==> config.mk <==
export PLATFORM = sky130hd
export DESIGN_NAME = vec_config_core
export DESIGN_NICKNAME = d
export VERILOG_FILES = /design/src/vec_pin_sync.v /design/src/vec_config_core.v
export VERILOG_INCLUDE_DIRS = /design/src /design/src/src
export SDC_FILE = /design/constraint.sdc
export NUM_CORES = 1
export LEC_CHECK = 0
export BUFFER_PORTS_ARGS = -buffer_cell sky130_fd_sc_hd__buf_2
export CAP_MARGIN = 10
export CORE_MARGIN = 4
export CORE_UTILIZATION = 40
export DETAILED_ROUTE_END_ITERATION = 7
export HOLD_SLACK_MARGIN = 0.06
export PLACE_DENSITY_LB_ADDON = 0.05
export RECOVER_POWER = 100
export SYNTH_ARGS = -nofsm -noshare
export SYNTH_HDL_FRONTEND = slang
export SYNTH_HIERARCHICAL = 1
export SYNTH_SLANG_ARGS = --single-unit
==> constraint.sdc <==
create_clock -name core_clk_i -period 8 [get_ports core_clk_i]
set_clock_uncertainty 0.15 [all_clocks]
set_input_delay 1.2 -clock core_clk_i [delete_from_list [all_inputs] [get_ports core_clk_i]]
set_output_delay 1.2 -clock core_clk_i [all_outputs]
set_load 0.005 [all_outputs]
==> src/vec_cfg_defines.vh <==
// Field positions, reset values, encodings and timing for the enhanced volatile configuration block
`ifndef VEC_CFG_DEFINES_VH
`define VEC_CFG_DEFINES_VH

// Register field positions
`define VEC_BIT_QUAD_N    7
`define VEC_BIT_DUAL_N    6
`define VEC_BIT_RSVD      5
`define VEC_BIT_HOLD_EN   4
`define VEC_BIT_ACC_N     3
`define VEC_DRV_MSB       2
`define VEC_DRV_LSB       0

// Reset value: extended protocol, hold on, accelerator off, 30 ohm code
`define VEC_RST_VALUE     8'hDF
// Writable bits; reserved bit 5 is held at zero
`define VEC_WR_MASK       8'hDF
`define VEC_ACC_DEFAULT   1'b1
`define VEC_DRV_RST       3'h7

// Reserved drive codes 000 and 100 share low bits 00
`define VEC_DRV_RSVD_LOW  2'h0

// Effective protocol encoding
`define VEC_PROTO_EXT     2'h0
`define VEC_PROTO_DUAL    2'h1
`define VEC_PROTO_QUAD    2'h2

// Bits moved per serial clock in each protocol
`define VEC_BPC_EXT       4'h1
`define VEC_BPC_DUAL      4'h2
`define VEC_BPC_QUAD      4'h4

// Data line enables while answering
`define VEC_OE_EXT        4'h2
`define VEC_OE_DUAL       4'h3
`define VEC_OE_QUAD       4'hF
`define VEC_OE_NONE       4'h0

// Flag status positions
`define VEC_FSR_READY     7
`define VEC_FSR_VPP_ERR   3

// Frame byte counts: opcode plus three address bytes, plus data for programs
`define VEC_ERASE_BYTES   3'h4
`define VEC_PROG_BYTES    3'h5
`define VEC_BYTE_CNT_MAX  3'h7

// Accelerator raise timeout
`define VEC_TMO_MS        200
`define VEC_CLK_KHZ       100000
`define VEC_TMO_CYC       (`VEC_TMO_MS * `VEC_CLK_KHZ)

`endif

==> src/vec_pin_sync.v <==
// Three-stage pin synchroniser with agreement filter and edge pulses
`timescale 1ns/1ps
`include "vec_cfg_defines.vh"

module vec_pin_sync #(
  parameter W = 7
) (
  // Clock and reset
  input  wire         core_clk_i,
  input  wire         rstn_i,
  // Asynchronous pins
  input  wire [W-1:0] pin_i,
  // Filtered level and edges
  output wire [W-1:0] lvl_o,
  output wire [W-1:0] rise_o,
  output wire [W-1:0] fall_o
);

  reg [W-1:0] s1_q;
  reg [W-1:0] s2_q;
  reg [W-1:0] s3_q;
  reg [W-1:0] filt_q;
  reg [W-1:0] rise_q;
  reg [W-1:0] fall_q;

  genvar g;
  generate
    for (g = 0; g < W; g = g + 1)
    begin : g_bit
      // First stage feeds only the second; the filter looks at stages two and three
      always @(posedge core_clk_i)
      begin
        if (!rstn_i)
        begin
          s1_q[g]   <= 1'b1;
          s2_q[g]   <= 1'b1;
          s3_q[g]   <= 1'b1;
          filt_q[g] <= 1'b1;
          rise_q[g] <= 1'b0;
          fall_q[g] <= 1'b0;
        end
        else
        begin
          s1_q[g]   <= pin_i[g];
          s2_q[g]   <= s1_q[g];
          s3_q[g]   <= s2_q[g];
          rise_q[g] <= 1'b0;
          fall_q[g] <= 1'b0;
          if ((s2_q[g] == s3_q[g]) && (s3_q[g] != filt_q[g]))
          begin
            filt_q[g] <= s3_q[g];
            rise_q[g] <= s3_q[g];
            fall_q[g] <= ~s3_q[g];
          end
        end
      end
    end
  endgenerate

  assign lvl_o  = filt_q;
  assign rise_o = rise_q;
  assign fall_o = fall_q;

endmodule

==> src/vec_config_core.v <==
// Enhanced volatile configuration register with protocol, hold, accelerator and drive control
`timescale 1ns/1ps
`include "vec_cfg_defines.vh"

module vec_config_core #(
  parameter [7:0]  OP_WR_CFG     = 8'hA1,
  parameter [7:0]  OP_RD_CFG     = 8'hA5,
  parameter [7:0]  OP_RD_FLAG    = 8'hA7,
  parameter [7:0]  OP_CLR_FLAG   = 8'hA9,
  parameter [7:0]  OP_PAGE_PROG  = 8'hB2,
  parameter [7:0]  OP_QFP        = 8'hB3,
  parameter [7:0]  OP_QEFP       = 8'hB4,
  parameter [7:0]  OP_ERASE      = 8'hC0,
  parameter [7:0]  OP_SUSPEND    = 8'hC5,
  parameter [31:0] TIMEOUT_CYC   = `VEC_TMO_CYC
) (
  // Clock and reset
  input  wire       core_clk_i,
  input  wire       rstn_i,
  // Serial bus pins
  input  wire       spi_clk_i,
  input  wire       cs_n_i,
  input  wire [3:0] dq_i,
  output wire [3:0] dq_o,
  output wire [3:0] dq_oe_o,
  // Accelerator level on data line two, high while raised
  input  wire       vpp_high_i,
  // Nonvolatile configuration bits
  input  wire       nv_quad_n_i,
  input  wire       nv_dual_n_i,
  input  wire       nv_hold_en_i,
  input  wire [2:0] nv_drive_i,
  // Configuration state
  output wire [7:0] cfg_o,
  output wire [1:0] protocol_o,
  output wire       hold_en_o,
  output wire [2:0] drive_code_o,
  output wire       drive_valid_o,
  output wire       acc_enable_o,
  output wire       temp_ext_o,
  output wire       vpp_err_o,
  // Modify operation control
  output wire       op_start_o,
  output wire       op_fast_o,
  output wire       suspend_o
);

  localparam [1:0] ST_IDLE    = 2'h0;
  localparam [1:0] ST_WAIT_HI = 2'h1;
  localparam [1:0] ST_WAIT_LO = 2'h2;

  // Pin synchronisation: bit0 clock, bit1 select, bit2 accelerator, bits6:3 data
  wire [6:0] pin_lvl;
  wire [6:0] pin_rise;
  wire [6:0] pin_fall;

  vec_pin_sync #(
    .W (7)
  ) u_sync (
    .core_clk_i (core_clk_i),
    .rstn_i     (rstn_i),
    .pin_i      ({dq_i, vpp_high_i, cs_n_i, spi_clk_i}),
    .lvl_o      (pin_lvl),
    .rise_o     (pin_rise),
    .fall_o     (pin_fall)
  );

  wire [3:0] dq_lvl    = pin_lvl[6:3];
  wire       vpp_lvl   = pin_lvl[2];
  wire       cs_active = ~pin_lvl[1];
  wire       cs_rel    = pin_rise[1];

  reg  [7:0]  cfg_q;
  reg         load_q;
  reg  [1:0]  proto_q;
  reg         hold_en_q;
  reg  [2:0]  drive_q;
  reg         drive_valid_q;
  reg         acc_en_q;
  reg  [7:0]  rx_q;
  reg  [2:0]  bit_cnt_q;
  reg  [2:0]  byte_cnt_q;
  reg  [7:0]  opcode_q;
  reg  [7:0]  out_sr_q;
  reg         out_act_q;
  reg  [3:0]  dq_q;
  reg  [3:0]  dq_oe_q;
  reg  [1:0]  st_q;
  reg  [31:0] timer_q;
  reg         temp_ext_q;
  reg         vpp_err_q;
  reg         op_start_q;
  reg         op_fast_q;
  reg         suspend_q;

  // Hold is honoured only while enabled and data line three is not carrying quad data
  wire hold_pause = hold_en_q & (proto_q != `VEC_PROTO_QUAD) & ~dq_lvl[3];
  wire sck_rise   = pin_rise[0] & cs_active & ~hold_pause;
  wire sck_fall   = pin_fall[0] & cs_active & ~hold_pause;

  // Receive shift per protocol width
  reg [7:0] rx_d;
  reg [3:0] bpc;
  always @*
  begin
    case (proto_q)
      `VEC_PROTO_DUAL:
      begin
        rx_d = {rx_q[5:0], dq_lvl[1:0]};
        bpc  = `VEC_BPC_DUAL;
      end
      `VEC_PROTO_QUAD:
      begin
        rx_d = {rx_q[3:0], dq_lvl};
        bpc  = `VEC_BPC_QUAD;
      end
      default:
      begin
        rx_d = {rx_q[6:0], dq_lvl[0]};
        bpc  = `VEC_BPC_EXT;
      end
    endcase
  end

  wire [3:0] bit_sum   = {1'b0, bit_cnt_q} + bpc;
  wire       byte_done = bit_sum[3];

  // Effective protocol: temporary extended phase overrides, then quad over dual
  reg [1:0] proto_d;
  always @*
  begin
    if (temp_ext_q)
      proto_d = `VEC_PROTO_EXT;
    else if (!cfg_q[`VEC_BIT_QUAD_N])
      proto_d = `VEC_PROTO_QUAD;
    else if (!cfg_q[`VEC_BIT_DUAL_N])
      proto_d = `VEC_PROTO_DUAL;
    else
      proto_d = `VEC_PROTO_EXT;
  end

  // Frame classification at deselect
  wire is_prog_op = (opcode_q == OP_PAGE_PROG) | (opcode_q == OP_QFP) | (opcode_q == OP_QEFP);
  wire is_prog    = is_prog_op & (byte_cnt_q >= `VEC_PROG_BYTES);
  wire is_erase   = (opcode_q == OP_ERASE) & (byte_cnt_q >= `VEC_ERASE_BYTES);
  wire quad_mod   = (is_prog & ((opcode_q == OP_QFP) | (opcode_q == OP_QEFP)))
                  | ((proto_q == `VEC_PROTO_QUAD) & (is_prog | is_erase));

  wire [7:0] flag_val = {(st_q == ST_IDLE), 3'h0, vpp_err_q, 3'h0};

  always @(posedge core_clk_i)
  begin
    if (!rstn_i)
    begin
      cfg_q         <= `VEC_RST_VALUE;
      load_q        <= 1'b1;
      proto_q       <= `VEC_PROTO_EXT;
      hold_en_q     <= 1'b1;
      drive_q       <= `VEC_DRV_RST;
      drive_valid_q <= 1'b1;
      acc_en_q      <= 1'b0;
      rx_q          <= 8'h00;
      bit_cnt_q     <= 3'h0;
      byte_cnt_q    <= 3'h0;
      opcode_q      <= 8'h00;
      out_sr_q      <= 8'h00;
      out_act_q     <= 1'b0;
      dq_q          <= 4'h0;
      dq_oe_q       <= `VEC_OE_NONE;
      st_q          <= ST_IDLE;
      timer_q       <= 32'h0;
      temp_ext_q    <= 1'b0;
      vpp_err_q     <= 1'b0;
      op_start_q    <= 1'b0;
      op_fast_q     <= 1'b0;
      suspend_q     <= 1'b0;
    end
    else
    begin
      op_start_q <= 1'b0;
      suspend_q  <= 1'b0;
      proto_q    <= proto_d;
      hold_en_q  <= cfg_q[`VEC_BIT_HOLD_EN];
      drive_q    <= cfg_q[`VEC_DRV_MSB:`VEC_DRV_LSB];
      // Reserved codes leave the impedance undefined; flag them to the pad logic
      drive_valid_q <= (cfg_q[`VEC_DRV_LSB+1:`VEC_DRV_LSB] != `VEC_DRV_RSVD_LOW);
      acc_en_q   <= ~cfg_q[`VEC_BIT_ACC_N];

      // Power-on load from the nonvolatile bits, one cycle after reset release
      if (load_q)
      begin
        cfg_q  <= {nv_quad_n_i, nv_dual_n_i, 1'b0, nv_hold_en_i, `VEC_ACC_DEFAULT, nv_drive_i};
        load_q <= 1'b0;
      end

      if (!cs_active)
      begin
        bit_cnt_q  <= 3'h0;
        byte_cnt_q <= 3'h0;
        out_act_q  <= 1'b0;
        dq_oe_q    <= `VEC_OE_NONE;
      end
      else
      begin
        if (sck_rise)
        begin
          rx_q      <= rx_d;
          bit_cnt_q <= bit_sum[2:0];
          if (byte_done)
          begin
            if (byte_cnt_q != `VEC_BYTE_CNT_MAX)
              byte_cnt_q <= byte_cnt_q + 3'h1;
            if (byte_cnt_q == 3'h0)
            begin
              opcode_q <= rx_d;
              // Status polling and suspend stay usable in the temporary extended phase
              if (rx_d == OP_RD_CFG)
              begin
                out_sr_q  <= cfg_q;
                out_act_q <= 1'b1;
              end
              if (rx_d == OP_RD_FLAG)
              begin
                out_sr_q  <= flag_val;
                out_act_q <= 1'b1;
              end
              if (rx_d == OP_SUSPEND)
                suspend_q <= 1'b1;
              if (rx_d == OP_CLR_FLAG)
                vpp_err_q <= 1'b0;
            end
            else if ((byte_cnt_q == 3'h1) && (opcode_q == OP_WR_CFG))
              cfg_q <= rx_d & `VEC_WR_MASK;
          end
        end
        // Answer bits change on the falling edge; the byte repeats while selected
        if (sck_fall && out_act_q)
        begin
          case (proto_q)
            `VEC_PROTO_DUAL:
            begin
              dq_q     <= {2'h0, out_sr_q[7:6]};
              dq_oe_q  <= `VEC_OE_DUAL;
              out_sr_q <= {out_sr_q[5:0], out_sr_q[7:6]};
            end
            `VEC_PROTO_QUAD:
            begin
              dq_q     <= out_sr_q[7:4];
              dq_oe_q  <= `VEC_OE_QUAD;
              out_sr_q <= {out_sr_q[3:0], out_sr_q[7:4]};
            end
            default:
            begin
              dq_q     <= {2'h0, out_sr_q[7], 1'b0};
              dq_oe_q  <= `VEC_OE_EXT;
              out_sr_q <= {out_sr_q[6:0], out_sr_q[7]};
            end
          endcase
        end
      end

      // Modify sequencing; a new frame while busy is not started
      case (st_q)
        ST_IDLE:
        begin
          if (cs_rel && (is_prog || is_erase))
          begin
            if (quad_mod && !cfg_q[`VEC_BIT_ACC_N])
            begin
              st_q       <= ST_WAIT_HI;
              timer_q    <= 32'h0;
              temp_ext_q <= (proto_q == `VEC_PROTO_QUAD);
            end
            else
            begin
              op_start_q <= 1'b1;
              op_fast_q  <= 1'b0;
            end
          end
        end
        ST_WAIT_HI:
        begin
          timer_q <= timer_q + 32'h1;
          if (vpp_lvl)
          begin
            op_start_q <= 1'b1;
            op_fast_q  <= 1'b1;
            st_q       <= temp_ext_q ? ST_WAIT_LO : ST_IDLE;
          end
          else if (timer_q == (TIMEOUT_CYC - 32'h1))
          begin
            // Set after any clear in this cycle, so the error is never lost
            op_start_q <= 1'b1;
            op_fast_q  <= 1'b0;
            vpp_err_q  <= 1'b1;
            temp_ext_q <= 1'b0;
            st_q       <= ST_IDLE;
          end
        end
        ST_WAIT_LO:
        begin
          // Quad protocol returns only once the accelerator falls back
          if (!vpp_lvl)
          begin
            temp_ext_q <= 1'b0;
            st_q       <= ST_IDLE;
          end
        end
        default:
        begin
          st_q       <= ST_IDLE;
          temp_ext_q <= 1'b0;
        end
      endcase
    end
  end

  assign cfg_o         = cfg_q;
  assign protocol_o    = proto_q;
  assign hold_en_o     = hold_en_q;
  assign drive_code_o  = drive_q;
  assign drive_valid_o = drive_valid_q;
  assign acc_enable_o  = acc_en_q;
  assign temp_ext_o    = temp_ext_q;
  assign vpp_err_o     = vpp_err_q;
  assign op_start_o    = op_start_q;
  assign op_fast_o     = op_fast_q;
  assign suspend_o     = suspend_q;
  assign dq_o          = dq_q;
  assign dq_oe_o       = dq_oe_q;

endmodule

==> results.txt <==
- The run finished, with violations left.
- Failing checks: capacitance limit, slew limit
- Total setup buffers inserted after CTS: 0
- Die span in y: between 100 and 150 um
- The first global-routing pass estimated 24400 um of wire.
- 0 antenna diodes ended up in the layout.
- Clock-pin slew was measured on the worst setup and hold paths at 0.05 ns.
- The clock net in this run drives a total of 124 sinks.
- Dividing the detail-routed wire length by the instance count gives 16.6 um.
- In this run the worst hold path is classified as reg2reg.
- Highest routed layer: met4
- Setup repair after global routing left no endpoint under its margin.
- Synth Cell Area: 0.00578 mm2
- In the final layout, the share of cells above drive strength 1 is 0.0909.
- Yosys printed 6 warnings.
* Initial antenna violation count: 0
- Number of max-cap violations: 2
- Total negative slack: 0 ns
* Die outline area: 0.0164 mm2
* Cell area power density: about 210 mW/mm2
- Slew at the pin closest to its max-slew limit: 2.78 ns
- The initialized floorplan defines 43 standard-cell rows.
* Endpoints failing setup: 0
- Clock tree from TritonCTS: done
- Port buffering added 43 buffers.
- At the worst endpoint, the required time is 8.18 ns.
- Hold bufs inserted after CTS: 0
- The first routing iteration left 329 violations.
- For this block, the routed nets add up to 14700 um of wire.
- Number of max-slew violations in the final report: 114
- Final Hold Vio Count: 0
- STA classifies the critical path startpoint as an input port.
- Mapped Avg Cell Area: about 8.7 um2
- At the later pin of the worst-skew pair, clock insertion delay measures 0.41 ns.
- Type of destination of the critical path: register
- In this run, placement finished with an instance count of 853.
- The region available for standard cell placement spans ~0.014 mm2.
- After detailed routing, the number of remaining DRC violations is 0.
* Total track usage: 0.186
- Routability-driven placement finished with a final weighted congestion of 0.860.
- Synthesis produced a netlist with a net count of a little under 700.
- Remaining antenna violation count after routing: 0
- Headroom to the max-slew limit came out at -0.852.
- For this run, the detailed router's first-pass iteration total came to 5.
* Min Clock Period, post-route: 5.20 ns
- The longest clock path from root to sink contains 2 buffers.
- Global routing finished with a remaining overflow of 0.
- Number of H-tree branching levels: 4
* Wire length on met1: ~6700 um
- The number of global-route vias before repair is 4695.
- Dividing the final minimum period by the clock period gives 0.650.
- Initial cell density of the core: 0.413
- Top Ports: 44
* Vias per cell: around 5.6
- Hold timing on the final database bottoms out at a slack of approximately 0.25 ns.
- At the worst endpoint, the arrival time is 5.38 ns.
* Peak supply drop: 0.132 mV
- Setup slack on the worst reg-to-reg path comes out at 4.16 ns.
- Non-filler instance count after layout: 884
- The detailed router placed about 5000 vias in this run.
- Entering global routing, the biggest net connects 68 pins.
- For this run, the top clock speed supported by timing is roughly 0.19 GHz.
- Detailed placement ended at an HPWL of 10300 um.
- Amount of wire on met3 after detailed routing: between 400 and 500 um
* P_leak: 0.00219 uW
- The tree is rooted in a clkbuf_16.
- The worst setup path is of the in2reg kind.
* Number of buffers created by CTS: 17
- Resized Gates After CTS: 0
- Net count of the finished layout: 719
- Area growth from synthesis to layout: 14.3%
- From left edge to right edge, the die measures roughly 130 um.
* Detail Route met2 WL: 7160 um
- Highest fanout seen on the critical path: 67
- Synthesis handed over a netlist of 662 instances.
==> per-layer routing <==
metal  vias to the layer above  GRT usage
li1                       2453          -
met1                      2353      0.237
met2                        98      0.307
met3                        28     0.0379
met4                         0     0.0805
met5                         -          0
==> critical path, stage by stage <==
cell	delay, ns
clkbuf_1	1.93
clkbuf_1	1.44
nand2_1	0.21
or3_1	0.39
o211ai_1	0.15
==> cell usage in the layout, fill, tap and decap left out, types with 3 or more instances in the layout <==
| master | n |
|---|---|
| dfxtp_1 | 124 |
| a21boi_1 | 3 |
| clkbuf_16 | 17 |
| nor4b_1 | 3 |
| nor2b_1 | 9 |
| mux2i_1 | 36 |
| nor2_1 | 56 |
| a21oi_1 | 54 |
| o2111ai_1 | 3 |
| nand3_1 | 49 |
| and4b_1 | 3 |
| inv_1 | 16 |
| and4_1 | 3 |
| a21o_1 | 4 |
| a221o_1 | 13 |
| nor3_1 | 8 |
| and3_1 | 4 |
| buf_2 | 27 |
| nand3b_1 | 23 |
| clkinv_1 | 3 |
| o21ai_0 | 34 |
| a22oi_1 | 5 |
| nor3b_1 | 4 |
| a211oi_1 | 11 |
| nand4_1 | 12 |
| nor4_1 | 8 |
| o211ai_1 | 6 |
| nand2b_1 | 31 |
| clkbuf_1 | 24 |
| or3_1 | 5 |
| ha_1 | 11 |
| nand2_1 | 54 |
==> area by class of cell <==
type	instances	area (um2)
Fill cell	1394	7390
Multi-Input combinational cell	484	3070
Sequential cell	124	2480
Clock buffer	25	475
Tap cell	180	225
Timing Repair Buffer	46	210
Inverter	19	71.3
Clock inverter	6	63.8
==> state kept, by name (all words and copies together) (netlist names), 7 cells and up <==
| signal | flops |
|---|---|
| timer_q | 32 |
| cfg_o | 8 |
| opcode_q | 8 |
| out_sr_q | 8 |
| rx_q | 7 |
| u_sync/lvl_o | 7 |
| u_sync/s1_q | 7 |
| u_sync/s2_q | 7 |
| u_sync/s3_q | 7 |
==> worst paths after layout <==
| check | start | depth (start not counted) | end |
|---|---|---|---|
| max | rstn_i | 5 | temp_ext_o$_SDFFE_PN0P_ |
| min | u_sync/s1_q[2]$_SDFF_PN1_ | 1 | u_sync/s2_q[2]$_SDFF_PN1_ |
| max reg2reg | protocol_o[0]$_SDFF_PP0_ | 9 | out_sr_q[2]$_SDFFE_PN0P_ |
| min reg2reg | u_sync/s1_q[2]$_SDFF_PN1_ | 1 | u_sync/s2_q[2]$_SDFF_PN1_ |
==> where the power goes <==
| group | total [uW] | internal [uW] | leakage, uW | switching (uW) |
|---|---|---|---|---|
| Clock | 702 | 441 | 0.000257 | 261 |
| Sequential | 633 | 626 | 0.00101 | 6.84 |
| Combinational | 51.8 | 19.7 | 0.000926 | 32.0 |
==> through the flow <==
step,util,area [um2],setup slack (ns),power (uW)
final,0.472,6600,2.80,1390
after detailed placement,0.436,6100,4.46,698
after floorplan,-,5780,5.43,680
after global routing,0.472,6600,2.24,1440
after CTS,0.474,6640,4.45,1400
after global placement,0.436,6100,4.61,697
(Power assumes the default switching activity.)
